### src/include/vciw_pkg.sv
/*
  Constants for the VCO indirect register writer: register offsets,
  indirect word field layout, VCO register addresses and reset values.
  Assumes a 32-bit AXI4-Lite register bus with word-aligned registers.
*/
`default_nettype none

package vciw_pkg;

  // ****************************************
  // Register indices (word offsets, byte address bits 9:2)
  // ****************************************
  localparam logic [7:0] REG_IDX_INDIRECT = 8'h05;
  localparam logic [7:0] REG_IDX_PLL_INT  = 8'h03;
  localparam logic [7:0] REG_IDX_PLL_FRAC = 8'h04;
  localparam logic [7:0] REG_IDX_STATUS   = 8'h20;
  localparam logic [7:0] REG_IDX_VCO0     = 8'h21;
  localparam logic [7:0] REG_IDX_VCO1     = 8'h22;
  localparam logic [7:0] REG_IDX_VCO2     = 8'h23;

  // ****************************************
  // Indirect word field layout
  // ****************************************
  localparam int ID_LSB   = 0;
  localparam int ID_MSB   = 2;
  localparam int ADDR_LSB = 3;
  localparam int ADDR_MSB = 6;
  localparam int DATA_LSB = 7;
  localparam int DATA_MSB = 15;
  localparam logic [2:0] VCO_SUBSYS_ID = 3'h0;

  // ****************************************
  // VCO register addresses and resets
  // ****************************************
  localparam logic [3:0] VCO_ADDR_BAND = 4'h0;
  localparam logic [3:0] VCO_ADDR_PWR  = 4'h1;
  localparam logic [3:0] VCO_ADDR_DIV  = 4'h2;
  localparam logic [8:0] VCO0_RESET    = 9'h020;
  localparam logic [8:0] VCO1_RESET    = 9'h000;
  localparam logic [8:0] VCO2_RESET    = 9'h000;
  localparam logic [7:0] LOWER_CORE_BASE = 8'h80;

  // AXI responses
  localparam logic [1:0] RESP_OKAY   = 2'h0;
  localparam logic [1:0] RESP_SLVERR = 2'h2;

endpackage

`default_nettype wire

### src/hdl/vciw_top.sv
/*
  VCO indirect register writer: an AXI4-Lite slave holding the indirect
  access register, unpacking it into three VCO registers, and starting
  a frequency update on the final PLL register write.
  Assumes one 10 MHz clock and a well-behaved AXI4-Lite master.
*/
// The implementer's own choice: the AXI4-Lite interface to the registers.
`timescale 1ns/1ps
`default_nettype none

module vciw_top
(
  // Clock and reset
  input  wire logic        aclk,
  input  wire logic        aresetn,
  // Write address
  input  wire logic [31:0] s_axi_awaddr,
  input  wire logic        s_axi_awvalid,
  output logic             s_axi_awready,
  // Write data
  input  wire logic [31:0] s_axi_wdata,
  input  wire logic [3:0]  s_axi_wstrb,
  input  wire logic        s_axi_wvalid,
  output logic             s_axi_wready,
  // Write response
  output logic [1:0]       s_axi_bresp,
  output logic             s_axi_bvalid,
  input  wire logic        s_axi_bready,
  // Read address
  input  wire logic [31:0] s_axi_araddr,
  input  wire logic        s_axi_arvalid,
  output logic             s_axi_arready,
  // Read data
  output logic [31:0]      s_axi_rdata,
  output logic [1:0]       s_axi_rresp,
  output logic             s_axi_rvalid,
  input  wire logic        s_axi_rready,
  // VCO controls
  output logic [1:0]       main_rf_output_pwr,
  output logic [2:0]       vco_bias,
  output logic [1:0]       div_out_pwr,
  output logic             div_out_en,
  output logic [2:0]       div_ratio,
  output logic [6:0]       div_shift,
  output logic             vco_power_down,
  output logic             tune_voltage_pin_sel,
  output logic [7:0]       subband,
  output logic             lower_core,
  output logic [6:0]       core_subband,
  output logic             freq_update,
  output logic             autocal_armed
);

  // ****************************************
  // Address decode helpers
  // ****************************************
  function automatic logic [7:0] addr_idx(input logic [31:0] a);
    addr_idx = a[9:2];
  endfunction

  function automatic logic known_wr(input logic [7:0] i);
    known_wr = (i == vciw_pkg::REG_IDX_INDIRECT) ||
               (i == vciw_pkg::REG_IDX_PLL_INT) ||
               (i == vciw_pkg::REG_IDX_PLL_FRAC);
  endfunction

  // ****************************************
  // Write channel
  // ****************************************
  logic        aw_held_q;
  logic [31:0] awaddr_q;
  logic        w_held_q;
  logic [31:0] wdata_q;
  logic [3:0]  wstrb_q;
  logic        wr_go;
  logic [7:0]  wr_idx;

  assign s_axi_awready = !aw_held_q && !s_axi_bvalid;
  assign s_axi_wready  = !w_held_q && !s_axi_bvalid;
  assign wr_go  = aw_held_q && w_held_q && !s_axi_bvalid;
  assign wr_idx = addr_idx(awaddr_q);

  always_ff @(posedge aclk)
  begin
    if (!aresetn)
    begin
      aw_held_q <= 1'b0;
      awaddr_q  <= 32'h0000_0000;
    end
    else if (wr_go)
      aw_held_q <= 1'b0;
    else if (s_axi_awvalid && s_axi_awready)
    begin
      aw_held_q <= 1'b1;
      awaddr_q  <= s_axi_awaddr;
    end
  end

  always_ff @(posedge aclk)
  begin
    if (!aresetn)
    begin
      w_held_q <= 1'b0;
      wdata_q  <= 32'h0000_0000;
      wstrb_q  <= 4'h0;
    end
    else if (wr_go)
      w_held_q <= 1'b0;
    else if (s_axi_wvalid && s_axi_wready)
    begin
      w_held_q <= 1'b1;
      wdata_q  <= s_axi_wdata;
      wstrb_q  <= s_axi_wstrb;
    end
  end

  always_ff @(posedge aclk)
  begin
    if (!aresetn)
    begin
      s_axi_bvalid <= 1'b0;
      s_axi_bresp  <= vciw_pkg::RESP_OKAY;
    end
    else if (wr_go)
    begin
      s_axi_bvalid <= 1'b1;
      s_axi_bresp  <= known_wr(wr_idx) ? vciw_pkg::RESP_OKAY
                                       : vciw_pkg::RESP_SLVERR;
    end
    else if (s_axi_bready)
      s_axi_bvalid <= 1'b0;
  end

  // ****************************************
  // Indirect access and VCO registers
  // ****************************************
  // Indirect word is 16 bits; only the two low lanes matter
  logic        ind_wr;
  logic [15:0] ind_word;
  logic [2:0]  ind_id;
  logic [3:0]  ind_addr;
  logic [8:0]  ind_data;
  logic [8:0]  vco0_q;
  logic [8:0]  vco1_q;
  logic [8:0]  vco2_q;

  assign ind_wr   = wr_go && (wr_idx == vciw_pkg::REG_IDX_INDIRECT)
                    && (wstrb_q[1:0] == 2'h3);
  assign ind_word = wdata_q[15:0];
  assign ind_id   = ind_word[vciw_pkg::ID_MSB:vciw_pkg::ID_LSB];
  assign ind_addr = ind_word[vciw_pkg::ADDR_MSB:vciw_pkg::ADDR_LSB];
  assign ind_data = ind_word[vciw_pkg::DATA_MSB:vciw_pkg::DATA_LSB];

  // Unknown subsystem ids and addresses are dropped silently
  always_ff @(posedge aclk)
  begin
    if (!aresetn)
    begin
      vco0_q <= vciw_pkg::VCO0_RESET;
      vco1_q <= vciw_pkg::VCO1_RESET;
      vco2_q <= vciw_pkg::VCO2_RESET;
    end
    else if (ind_wr && ind_id == vciw_pkg::VCO_SUBSYS_ID)
    begin
      case (ind_addr)
        vciw_pkg::VCO_ADDR_BAND: vco0_q <= ind_data;
        vciw_pkg::VCO_ADDR_PWR:  vco1_q <= ind_data;
        vciw_pkg::VCO_ADDR_DIV:  vco2_q <= ind_data;
        default:                 vco0_q <= vco0_q;
      endcase
    end
  end

  // Field outputs of the VCO registers
  assign main_rf_output_pwr   = vco1_q[1:0];
  assign vco_bias             = vco1_q[4:2];
  assign div_out_pwr          = vco1_q[6:5];
  assign div_out_en           = vco1_q[8];
  assign div_ratio            = vco2_q[2:0];
  // Shift 6 means divide by 64 for ratio one
  assign div_shift            = 7'(3'h7 - div_ratio);
  assign vco_power_down       = vco2_q[3];
  assign tune_voltage_pin_sel = vco0_q[0];
  assign subband              = vco0_q[8:1];
  assign lower_core           = subband >= vciw_pkg::LOWER_CORE_BASE;
  assign core_subband         = subband[6:0];

  // ****************************************
  // Frequency update sequencing
  // ****************************************
  // Armed by a zero write to the indirect register; fires on PLL 3 or 4
  logic pll_final_wr;
  assign pll_final_wr = wr_go && ((wr_idx == vciw_pkg::REG_IDX_PLL_INT) ||
                                  (wr_idx == vciw_pkg::REG_IDX_PLL_FRAC));

  always_ff @(posedge aclk)
  begin
    if (!aresetn)
      autocal_armed <= 1'b0;
    else if (ind_wr && ind_word == 16'h0000)
      autocal_armed <= 1'b1;
    else if (pll_final_wr)
      autocal_armed <= 1'b0;
  end

  always_ff @(posedge aclk)
  begin
    if (!aresetn)
      freq_update <= 1'b0;
    else
      freq_update <= pll_final_wr;
  end

  // ****************************************
  // Read channel
  // ****************************************
  assign s_axi_arready = !s_axi_rvalid;

  always_ff @(posedge aclk)
  begin
    if (!aresetn)
    begin
      s_axi_rvalid <= 1'b0;
      s_axi_rdata  <= 32'h0000_0000;
      s_axi_rresp  <= vciw_pkg::RESP_OKAY;
    end
    else if (s_axi_arvalid && s_axi_arready)
    begin
      s_axi_rvalid <= 1'b1;
      s_axi_rresp  <= vciw_pkg::RESP_OKAY;
      case (addr_idx(s_axi_araddr))
        vciw_pkg::REG_IDX_STATUS: s_axi_rdata <= {31'h0000_0000,
                                                  autocal_armed};
        vciw_pkg::REG_IDX_VCO0:   s_axi_rdata <= {23'h00_0000, vco0_q};
        vciw_pkg::REG_IDX_VCO1:   s_axi_rdata <= {23'h00_0000, vco1_q};
        vciw_pkg::REG_IDX_VCO2:   s_axi_rdata <= {23'h00_0000, vco2_q};
        default:
        begin
          // Indirect register is write only
          s_axi_rdata <= 32'h0000_0000;
          s_axi_rresp <= vciw_pkg::RESP_SLVERR;
        end
      endcase
    end
    else if (s_axi_rready)
      s_axi_rvalid <= 1'b0;
  end

  // ****************************************
  // Assertions
  // ****************************************
  a_id_gates_load: assert property (
    @(posedge aclk) disable iff (!aresetn)
    ind_wr && ind_id != vciw_pkg::VCO_SUBSYS_ID |=> $stable(vco1_q))
    else $error("foreign subsystem id changed VCO register");
  a_addr_loads_pwr: assert property (
    @(posedge aclk) disable iff (!aresetn)
    ind_wr && ind_id == 3'h0 && ind_addr == 4'h1
    |=> vco1_q == $past(ind_data))
    else $error("power register not loaded");
  a_pwr_fields: assert property (
    @(posedge aclk) disable iff (!aresetn)
    ind_wr && ind_id == 3'h0 && ind_addr == 4'h1 |=>
    main_rf_output_pwr == $past(ind_word[8:7]) &&
    vco_bias == $past(ind_word[11:9]))
    else $error("power and bias fields wrong");
  a_bias_mode: assert property (
    @(posedge aclk) disable iff (!aresetn)
    ind_wr && ind_id == 3'h0 && ind_addr == 4'h1 &&
    ind_word[11:9] == 3'h7 |=> vco_bias == 3'h7)
    else $error("high performance bias not set");
  a_div_pwr_field: assert property (
    @(posedge aclk) disable iff (!aresetn)
    ind_wr && ind_id == 3'h0 && ind_addr == 4'h1 |=>
    div_out_pwr == $past(ind_word[13:12]))
    else $error("divider power field wrong");
  a_div_enable: assert property (
    @(posedge aclk) disable iff (!aresetn)
    ind_wr && ind_id == 3'h0 && ind_addr == 4'h1 |=>
    div_out_en == $past(ind_word[15]))
    else $error("divider enable wrong");
  a_div_by_64: assert property (
    @(posedge aclk) disable iff (!aresetn)
    ind_wr && ind_word == 16'h0090 |=> div_shift == 7'h06)
    else $error("divide by 64 not selected");
  a_update_pulse: assert property (
    @(posedge aclk) disable iff (!aresetn)
    pll_final_wr |=> freq_update ##1 (!freq_update || $past(pll_final_wr)))
    else $error("frequency update not pulsed");
  a_update_only_final: assert property (
    @(posedge aclk) disable iff (!aresetn)
    freq_update |-> $past(pll_final_wr))
    else $error("frequency update without final write");
  a_armed_set: assert property (
    @(posedge aclk) disable iff (!aresetn)
    ind_wr && ind_word == 16'h0000 |=> autocal_armed)
    else $error("clearing write did not arm calibration");
  a_armed_clear: assert property (
    @(posedge aclk) disable iff (!aresetn)
    pll_final_wr |=> !autocal_armed)
    else $error("final write left calibration armed");
  a_band_fields: assert property (
    @(posedge aclk) disable iff (!aresetn)
    ind_wr && ind_id == 3'h0 && ind_addr == 4'h0 |=>
    tune_voltage_pin_sel == $past(ind_word[7]) &&
    lower_core == $past(ind_word[15]))
    else $error("band fields wrong");
  a_lower_core: assert property (
    @(posedge aclk) disable iff (!aresetn)
    ind_wr && ind_id == 3'h0 && ind_addr == 4'h0 && ind_word[15] |=>
    lower_core && core_subband == $past(ind_word[14:8]))
    else $error("lower core subband not selected");
  a_core_subband: assert property (
    @(posedge aclk) disable iff (!aresetn)
    lower_core |-> core_subband == 7'(subband - 8'h80))
    else $error("lower core subband wrong");
  a_wr_answer: assert property (
    @(posedge aclk) disable iff (!aresetn)
    wr_go |=> s_axi_bvalid)
    else $error("write response missing");
  a_bad_addr_err: assert property (
    @(posedge aclk) disable iff (!aresetn)
    wr_go && !known_wr(wr_idx) |=> s_axi_bresp == vciw_pkg::RESP_SLVERR)
    else $error("unknown write address not refused");
  a_rd_answer: assert property (
    @(posedge aclk) disable iff (!aresetn)
    s_axi_arvalid && s_axi_arready |=> s_axi_rvalid)
    else $error("read data missing");

  c_band_write: cover property (@(posedge aclk) disable iff (!aresetn)
    ind_wr && ind_word == 16'hCD00);
  c_pwr_write: cover property (@(posedge aclk) disable iff (!aresetn)
    ind_wr && ind_word == 16'hBF88);
  c_div_write: cover property (@(posedge aclk) disable iff (!aresetn)
    ind_wr && ind_word == 16'h0090);
  c_refused_write: cover property (@(posedge aclk) disable iff (!aresetn)
    wr_go && !known_wr(wr_idx));
  c_armed_update: cover property (@(posedge aclk) disable iff (!aresetn)
    autocal_armed && pll_final_wr);

endmodule

`default_nettype wire

### config.mk
export PLATFORM = sky130hd
export DESIGN_NAME = vciw_top
export DESIGN_NICKNAME = d
export VERILOG_FILES = /design/src/include/vciw_pkg.sv /design/src/hdl/vciw_top.sv
export SDC_FILE = /design/constraint.sdc
export NUM_CORES = 1
export LEC_CHECK = 0
export BUFFER_PORTS_ARGS = -buffer_cell sky130_fd_sc_hd__buf_4
export CAP_MARGIN = 5
export CORE_MARGIN = 1.5
export CORE_UTILIZATION = 44
export DETAILED_ROUTE_END_ITERATION = 10
export GPL_ROUTABILITY_DRIVEN = 0
export PLACE_DENSITY = 0.91
export SYNTH_ARGS = -nofsm -noshare
export SYNTH_HDL_FRONTEND = slang
export SYNTH_SLANG_ARGS = --single-unit
### constraint.sdc
create_clock -name aclk -period 2.35 [get_ports aclk]
set_clock_uncertainty 0.2 [all_clocks]
set_input_delay 0.47 -clock aclk [delete_from_list [all_inputs] [get_ports aclk]]
set_output_delay 0.47 -clock aclk [all_outputs]
set_load 0.02 [all_outputs]
**Yosys cells after proc, flatten, opt, wreduce, memory -nomap -nowiden**

Cells that the tools add are included.

- Register bits after elaboration: 97
- Input port bits: 107
- Output and inout bits: 79
- Word-level logic and storage cells: 70

- $add $sub $neg: 1
- Magnitude comparators: 1
- Equal/unequal tests: 10
- Mux-type cells: 9
- Bitwise logic cells: 2
- Reductions and logical operators: 32

Operator list:

| cell | number |
|---|---|
| 9-bit case mux with 4 select lines | 1 |
| 8-bit by 6-bit equality test with 1-bit output, second input constant | 4 |
| 8-bit by 3-bit equality test with 1-bit output, second input constant | 2 |
| 16-bit logical NOT | 1 |
| 1-bit logical AND | 12 |
| 2-bit AND reduction | 5 |
| 8-bit by 2-bit equality test with 1-bit output, second input constant | 1 |
| 8-bit greater-or-equal comparator, second input constant | 1 |
| 1-bit two-way mux | 6 |
| 2-bit nonzero test | 3 |
| 4-bit by 1-bit equality test with 1-bit output, second input constant | 1 |
| 4-bit by 2-bit equality test with 1-bit output, second input constant | 1 |
| 1-bit logical NOT | 4 |
| 4-bit logical NOT | 1 |
| 2-bit two-way mux | 2 |
| 4-bit OR reduction | 1 |
| 3-bit by 3-bit subtractor with 4-bit output, first input constant | 1 |
| 3-bit logical NOT | 1 |
| 1-bit logical OR | 3 |
| 2-bit equality test, second input constant | 1 |
| 1-bit NOT | 2 |
| 2-bit OR reduction | 1 |

**Depth between registers and ports, before layout**

Gate-level depths: netlist of the first run.

- Word-level depth: 6
- Mapped depth: 6
- Depth with buffers taken out: 4

**Least setup slack after synthesis of the first run**

OpenSTA, ideal clock, no wires.

- Path kind: register to register
- Start point: register s_axi_bvalid
- End point: register vco1_q[0]
- Library setup time: 72 ps
- Arrival time: 1533 ps
- Data required time: 2078 ps
- Slack: 545 ps
- Cell stages (with the launch flop): 6
- Buffers on the path: 1
- Clock period less this slack: 1805 ps
- Path through: dfxtp_1 > nand3b_1 > or2_2 > nor4b_2 > buf_6 > mux2i_1

- Cells in the longest elaborated chain, start to end: 6

Ends and longest elaborated chain:

| element | line | RTL |
|---|---|---|
| from (decl) | vciw_top.sv:27 | `output logic s_axi_bvalid,` |
| from (signal assigned) | vciw_top.sv:121 | `s_axi_bvalid <= 1'b0;` |
| from (signal assigned) | vciw_top.sv:126 | `s_axi_bvalid <= 1'b1;` |
| from (signal assigned) | vciw_top.sv:131 | `s_axi_bvalid <= 1'b0;` |
| 1-bit logical NOT | vciw_top.sv:80 | `assign wr_go = aw_held_q && w_held_q && !s_axi_bvalid;` |
| 1-bit logical AND | vciw_top.sv:80 |  |
| 1-bit logical AND | vciw_top.sv:147 | `assign ind_wr = wr_go && (wr_idx == vciw_pkg::REG_IDX_INDIRECT)` |
| 1-bit logical AND | vciw_top.sv:148 | `&& (wstrb_q[1:0] == 2'h3);` |
| 1-bit logical AND | vciw_top.sv:163 | `else if (ind_wr && ind_id == vciw_pkg::VCO_SUBSYS_ID)` |
| 2-bit AND reduction (no line) | - |  |
| to (signal assigned) | vciw_top.sv:160 | `vco1_q <= vciw_pkg::VCO1_RESET;` |
| to (signal assigned) | vciw_top.sv:167 | `vciw_pkg::VCO_ADDR_PWR: vco1_q <= ind_data;` |
| to (decl) | vciw_top.sv:144 | `logic [8:0] vco1_q;` |

No other way between the ends.
A chain may end at the register's enable or synchronous reset.

**Final worst setup path of the first run**

- Start point: register s_axi_bvalid
- End point: register vco1_q[1]

The elaborated chain is that of the path after synthesis.

==> metrics.cfg, run 1 <==
[yosys]
warnings_synthesis = 0
top_area_cells_in_the_synthesized_netlist = sky130_fd_sc_hd__dfxtp_1, sky130_fd_sc_hd__nand2_1, sky130_fd_sc_hd__buf_4
synth-seq-cells = 70
synthCells = 377
synth_common_cells = sky130_fd_sc_hd__nand2_1, sky130_fd_sc_hd__dfxtp_1, sky130_fd_sc_hd__buf_4, sky130_fd_sc_hd__a21oi_1, sky130_fd_sc_hd__mux2i_1
syn-cell-area_mm2 = 0.00321
synth.lib_cells_used.distinct = 37
post-synth-top-area-fraction_pct = 43.7
synth_area_leader_cell = sky130_fd_sc_hd__dfxtp_1
ys_seq_area_share_pct = 43.7
most_used_flip_flop_cell_after_synthesis = sky130_fd_sc_hd__dfxtp_1
syn_area_per_cell_um2 = 8.51
yosysMostFrequentCell = sky130_fd_sc_hd__nand2_1
synthArstFlopShare_pct = 0
count_of_flip_flops_with_a_built_in_enable_after_synthesis = 0

[clocking]
tritoncts = yes
clock_latency_of_the_later_clocked_register_in_the_worst_skew_pair_ns = 0.35
htree_num_levels = 3
clock_tree.root_cell = sky130_fd_sc_hd__clkbuf_8
clk_pin_slew_ns = 0.08
cts_post_setup_buffers_inserted = 0
clockBufferDepth = 2
cts.hold.buffers_added = 0
post_cts.resized_instances = 0
clk_sink_count = 70
cts_made_buffers = 9

[final_layout]
post_layout_nonfiller_instances = 549
regArea_mm2 = 0.00140
num_antenna_cells = 0
num-fill-cells = 628
design.final.nets = 556
area_growth_pct = 22.9
drive_gt1_share_pct = 27.2
multi_input_area_mm2 = 0.00144

[grt]
antenna_found_initial = 0
gr-total-overflow = 0
global_route.usage.total_pct = 19.4
grt_first_pass_wirelength_mm = 11.5
first_global_vias = 2444
largest_net_degree_at_the_start_of_global_routing = 31

[die]
row_count = 30
die-area_mm2 = 0.00781
floorplan.initialDensity_pct = 46.4
die-height_um = 88.4
core_area_mm2 = 0.00691
ios = 186
die-width_um = 88.4

[route]
dr_total_vias = 2656
drt_first_iter_violations = 105
route.detailed.vias_per_inst = 4.84
count_of_tritonroute_iterations_in_the_first_routing_pass = 5
drtAntennaViolNets = 0
route.detailed.drc = 0
routedWlPerCell_um = 13.3
detail_route.wirelength_mm = 7.30

[placed_design]
number_of_buffers_inserted_by_port_buffering = 90
placed_cells = 534
place.detailed.hpwl_mm = 5.50

[timing]
hold_violations = 0
fmax_mhz = 517
rel_slew_slack_pct = 60.0
setup_total_negative_slack_ns = 0
finalWorstPathRequiredPeriod_ns = 1.94
worst_pin_slew_ns = 0.599
final_min_period_over_clock_period_pct = 82.4
slew_viol_final = 0
setup-violations-final = 0
grt_setup_unrepaired = no

[power]
power.internal_mw = 1.92
p_comb_share_pct = 10.9
power.static_leakage_nw = 1.66
power_density_mw_per_mm2 = 653
power_switching_mw = 0.654
power.sequential.fraction_pct = 48.8
worst_ir_drop_vdd_mv = 0.496
p_sw_share_pct = 25.4
clock_power_share_pct = 40.4

[worst_setup_path]
cp_launch_type = flip-flop
cp_max_fo = 9
r2r_cells = 5
worst_setup_path_end_kind = flip-flop
crit_arrival_ns = 2.01
criticalPathCategory = flip-flop to flip-flop
cp_data_required_time_ns = 2.42

[min_path]
hp-class = input pin to flip-flop
whs_path_depth = 3

[job]
drv_cap = 0

[outcome]
status = finished, final reports clean

[kinds of logic after synthesis]
kind of cell | count (synthesis) | share of synthesized area, %
muxes | 37 | 11.7
AOI/OAI and AO/OA | 53 | 8.93
DFF | 70 | 43.7
other | 1 | 0.117
and+or+nand+nor | 142 | 21.0
buffers and inverters | 74 | 14.6
[per-stage QoR]
stage          hold slack [ns]  total power [mW]  worst slack (ns)  area, µm²  util (%)
2_1_floorplan            0.231              1.49             0.545       3310         -
3_3_place_gp             0.238              1.55             0.125       3730      54.0
3_5_place_dp             0.246              1.56             0.133       3730      54.0
4_1_cts                  0.155              2.58             0.373       3940      57.1
5_1_grt                  0.145              2.68             0.293       3940      57.1
6_report                 0.164              2.57             0.414       3940      57.1
[cells in the final DEF (no fill, tap or decap), types with 3 or more instances in the layout]
| master | netlist | routed |
|---|---|---|
| sky130_fd_sc_hd__mux2i_1 | 34 | 34 |
| sky130_fd_sc_hd__inv_1 | 9 | 9 |
| sky130_fd_sc_hd__conb_1 | 1 | 29 |
| sky130_fd_sc_hd__nor2_1 | 13 | 13 |
| sky130_fd_sc_hd__and2_1 | 3 | 3 |
| sky130_fd_sc_hd__nand2b_1 | 3 | 3 |
| sky130_fd_sc_hd__clkinvlp_4 | 0 | 3 |
| sky130_fd_sc_hd__clkbuf_8 | 0 | 9 |
| sky130_fd_sc_hd__buf_4 | 48 | 97 |
| sky130_fd_sc_hd__nand3_1 | 5 | 5 |
| sky130_fd_sc_hd__a21oi_1 | 35 | 35 |
| sky130_fd_sc_hd__o21ai_0 | 12 | 12 |
| sky130_fd_sc_hd__dfxtp_1 | 70 | 70 |
| sky130_fd_sc_hd__nand2_1 | 97 | 97 |
| sky130_fd_sc_hd__mux2_2 | 3 | 3 |
[sequential cells by signal, indices dropped and copies added, names as in the netlist]
register / count
s_axi_rresp: 1
s_axi_bresp: 1
wdata_q: 16
aw_held_q: 1
freq_update: 1
s_axi_rvalid: 1
vco2_q: 9
awaddr_q: 8
w_held_q: 1
s_axi_rdata: 9
wstrb_q: 2
autocal_armed: 1
vco0_q: 9
s_axi_bvalid: 1
vco1_q: 9
[final timing paths]
check                  startpoint              to  slack (ns)
hold / removal    s_axi_awaddr[7]     awaddr_q[7]        0.16
hold reg to reg    s_axi_rdata[3]  s_axi_rdata[3]        0.26
setup reg to reg     s_axi_bvalid       vco1_q[1]        0.41
setup / recovery     s_axi_bvalid       vco1_q[1]        0.41
[cell type report]
class | instances | share of cell area (%)
clock buffers | 9 | 3.14
well taps | 96 | 3.05
multi-input cells | 261 | 36.6
repair buffers | 97 | 18.5
clock inverters | 6 | 2.22
flip-flops and latches | 70 | 35.6
inverters | 10 | 0.952
[power groups by stage]
stage | Sequential [mW] | Clock, mW | Combinational (mW)
3_5_place_dp | 1.28 | 0 | 0.279
4_1_cts | 1.25 | 1.05 | 0.280
2_1_floorplan | 1.28 | 0 | 0.212
6_report | 1.25 | 1.04 | 0.280
5_1_grt | 1.26 | 1.11 | 0.312
3_3_place_gp | 1.28 | 0 | 0.271
[layer usage]
| layer | up-vias | share of wire (%) | GRT usage, % |
|---|---|---|---|
| li1 | 1317 | - | - |
| met1 | 1222 | 41 | 22.9 |
| met2 | 107 | 50 | 33.4 |
| met3 | 10 | 7.8 | 7.09 |
| met4 | 0 | 1.4 | 5.11 |
| met5 | - | 0 | 0 |
[critical path, stage by stage, from the launching register on]
cell and delay [ns]:
sky130_fd_sc_hd__dfxtp_1 0.36, sky130_fd_sc_hd__nand3b_1 0.25, sky130_fd_sc_hd__or2_2 0.36, sky130_fd_sc_hd__nor4b_2 0.22
sky130_fd_sc_hd__buf_4 0.26, sky130_fd_sc_hd__mux2i_1 0.21
Power figures use the tool's default switching activity.
==> inputs of run 2 (changes only) <==
- CORE_UTILIZATION: 44 -> 40
- PLACE_DENSITY: 0.91 -> 0.88
- clock period: 2.35 -> 1.55 ns (I/O delays scaled with it)
==> metrics.cfg, run 2 (synthesis gave the netlist of run 1 again) <==
[worst_setup_path]
cp_data_required_time_ns = 1.63  ; -0.79 ns
timing.critical_path.max_delay_family = simple AND/OR/NAND/NOR gates
cp_launch_type = flip-flop
worst_setup_path_end_kind = flip-flop
launch_point_of_the_worst_reg_to_reg_path = awaddr_q[7]
worstSetupPathDepth = 5  ; unchanged
crit_slowest_cell = sky130_fd_sc_hd__nor4_4
cp_max_fo = 9  ; unchanged
reg2reg_end = vco1_q[1]
timing.critical_path.from = awaddr_q[7]
criticalPathCategory = flip-flop to flip-flop
critical_path.cell_chain = nor4_4, nand4_4, nor4b_4, buf_12, mux2i_1
critPathBufInv = 1  ; unchanged
cp_slowest_stage_delay_ns = 0.38  ; +0.02 ns
r2r_cells = 5  ; unchanged
reg2reg_slack_ns = -0.37  ; -0.78 ns
crit_arrival_ns = 2.00  ; about the same

[die]
ios = 186  ; unchanged
die-width_um = 92.6  ; +4.7%
row_count = 32  ; +6.7%
die-height_um = 92.6  ; +4.7%
floorplan.initialDensity_pct = 41.5  ; -4.9 points
core_area_mm2 = 0.00773  ; +12%
die-area_mm2 = 0.00857  ; +9.7%

[timing]
setup-violations-final = 31  ; +31
post-route-worst-setup-slack_ns = -0.368  ; -0.782 ns
slew_viol_final = 0  ; unchanged
hold_violations = 0  ; unchanged
grt_setup_unrepaired = yes
fmax_mhz = 521  ; +0.95%
final_min_period_over_clock_period_pct = 124  ; +41 points
hold-worst-slack_ns = 0.00343  ; -0.160 ns
finalWorstPathRequiredPeriod_ns = 1.92  ; -0.0182 ns

[min_path]
worstHoldStart = s_axi_rready
hold_end = s_axi_rvalid
hp-class = input pin to flip-flop
whs_path_depth = 3  ; unchanged

[grt]
first_global_vias = 2839  ; +16%
grt_first_pass_wirelength_mm = 13.0  ; +13%
largest_net_degree_at_the_start_of_global_routing = 22  ; -29%
antenna_found_initial = 0  ; unchanged
global_route.usage.total_pct = 19.5  ; +0.090 points
gr-total-overflow = 0  ; unchanged

[route]
route.detailed.drc = 0  ; unchanged
count_of_tritonroute_iterations_in_the_first_routing_pass = 4  ; -1
met1_wire_length_mm = 3.19  ; +6.8%
top_layer_used = met4
length_of_routed_met3_wiring_um = 516  ; -9.6%
drt_first_iter_violations = 137  ; +30%
route.detailed.vias_per_inst = 4.87  ; +0.68%
routedWlPerCell_um = 13.8  ; +3.7%
wl_met2_mm = 4.33  ; +19%
drtAntennaViolNets = 0  ; unchanged
dr_total_vias = 2903  ; +9.3%
detail_route.wirelength_mm = 8.22  ; +13%

[final_layout]
design.final.nets = 596  ; +7.2%
mostFrequentLayoutCells = sky130_fd_sc_hd__buf_4, sky130_fd_sc_hd__nand2_1, sky130_fd_sc_hd__dfxtp_1
final_common_cell = sky130_fd_sc_hd__buf_4
reg_with_most_ffs = wdata_q
num-fill-cells = 695  ; +11%
drive_gt1_share_pct = 32.6  ; +5.4 points
fin_area_mm2 = 0.00438  ; +11%
area_growth_pct = 36.5
num_antenna_cells = 0  ; unchanged
finish.utilization_pct = 56.7  ; -0.39 points
number_of_flip_flops_in_the_largest_register = 16  ; unchanged

[placed_design]
number_of_buffers_inserted_by_port_buffering = 90  ; unchanged
place.detailed.hpwl_mm = 5.84  ; +6.2%
post-place-ws_ns = -0.326  ; -0.459 ns
placedInstanceArea_mm2 = 0.00395  ; +5.9%

[outcome]
failing_checks = negative setup slack
status = complete, but fails checks

[job]
drv_cap = 0  ; unchanged

[clocking]
clock_latency_of_the_later_clocked_register_in_the_worst_skew_pair_ns = 0.36  ; about the same
clk_pin_slew_ns = 0.08  ; about the same
cts_made_buffers = 9  ; unchanged
clockBufferDepth = 2  ; unchanged
htree_num_levels = 3  ; unchanged
clk_sink_count = 70  ; unchanged
tritoncts = yes
clock_tree.root_cell = sky130_fd_sc_hd__clkbuf_8

[power]
worst_ir_drop_vdd_mv = 0.507  ; +2.3%
power.static_leakage_nw = 1.87  ; +13%
power_density_mw_per_mm2 = 869  ; +33%

-- run 2: power breakdown --
part           internal, mW  switching [mW]
clock                 0.589           0.746
sequential             1.86          0.0439
combinational         0.263           0.308
-- run 2: how the worst max path moves through the flow --
stage | to | slack, ns
after detailed placement | vco0_q[3] | -0.33
after floorplan | vco1_q[0] | -0.15
after global routing | vco1_q[1] | -0.48
after global placement | vco0_q[4] | -0.27
after CTS | vco2_q[7] | -0.37
final | vco1_q[1] | -0.37
-- run 2: worst min-delay path, stage by stage --
cell                       delay, ns
sky130_fd_sc_hd__buf_4          0.07
sky130_fd_sc_hd__nand2b_1       0.08
sky130_fd_sc_hd__a21oi_1        0.06
-- run 2: cell type report --
| class | count | area [µm²] | area share [%] |
|---|---|---|---|
| Clock buffer | 10 | 128 | 2.91 |
| Clock inverter | 6 | 45.0 | 1.03 |
| Inverter | 10 | 37.5 | 0.857 |
| Multi-Input combinational cell | 261 | 1510 | 34.4 |
| Sequential cell | 70 | 1410 | 32.2 |
| Tap cell | 102 | 128 | 2.91 |
| Timing Repair Buffer | 137 | 1120 | 25.7 |
-- run 2: routing by layer --
layer  up-vias  GRT usage [%]
met2       116           35.0
met1      1365           21.3
met5         -              0
li1       1399              -
met4         0           8.46
met3        23           5.42
-- run 2: per-stage QoR --
step,cells,power [mW],TNS (ns)
floorplan,405,2.26,-5.55
global placement,562,2.42,-7.63
detailed placement,562,2.44,-9.00
CTS,596,3.80,-9.03
global route,596,3.96,-10.38
finish,596,3.81,-8.01
-- run 2: timing repair --
action	in CTS	in global routing
endpoints found under the setup margin	31	45
gates cloned	1	1
setup buffers	4	0
hold buffers	13	0
hold endpoints to repair	13	0
pin swaps	2	3
gates resized for setup	20	9
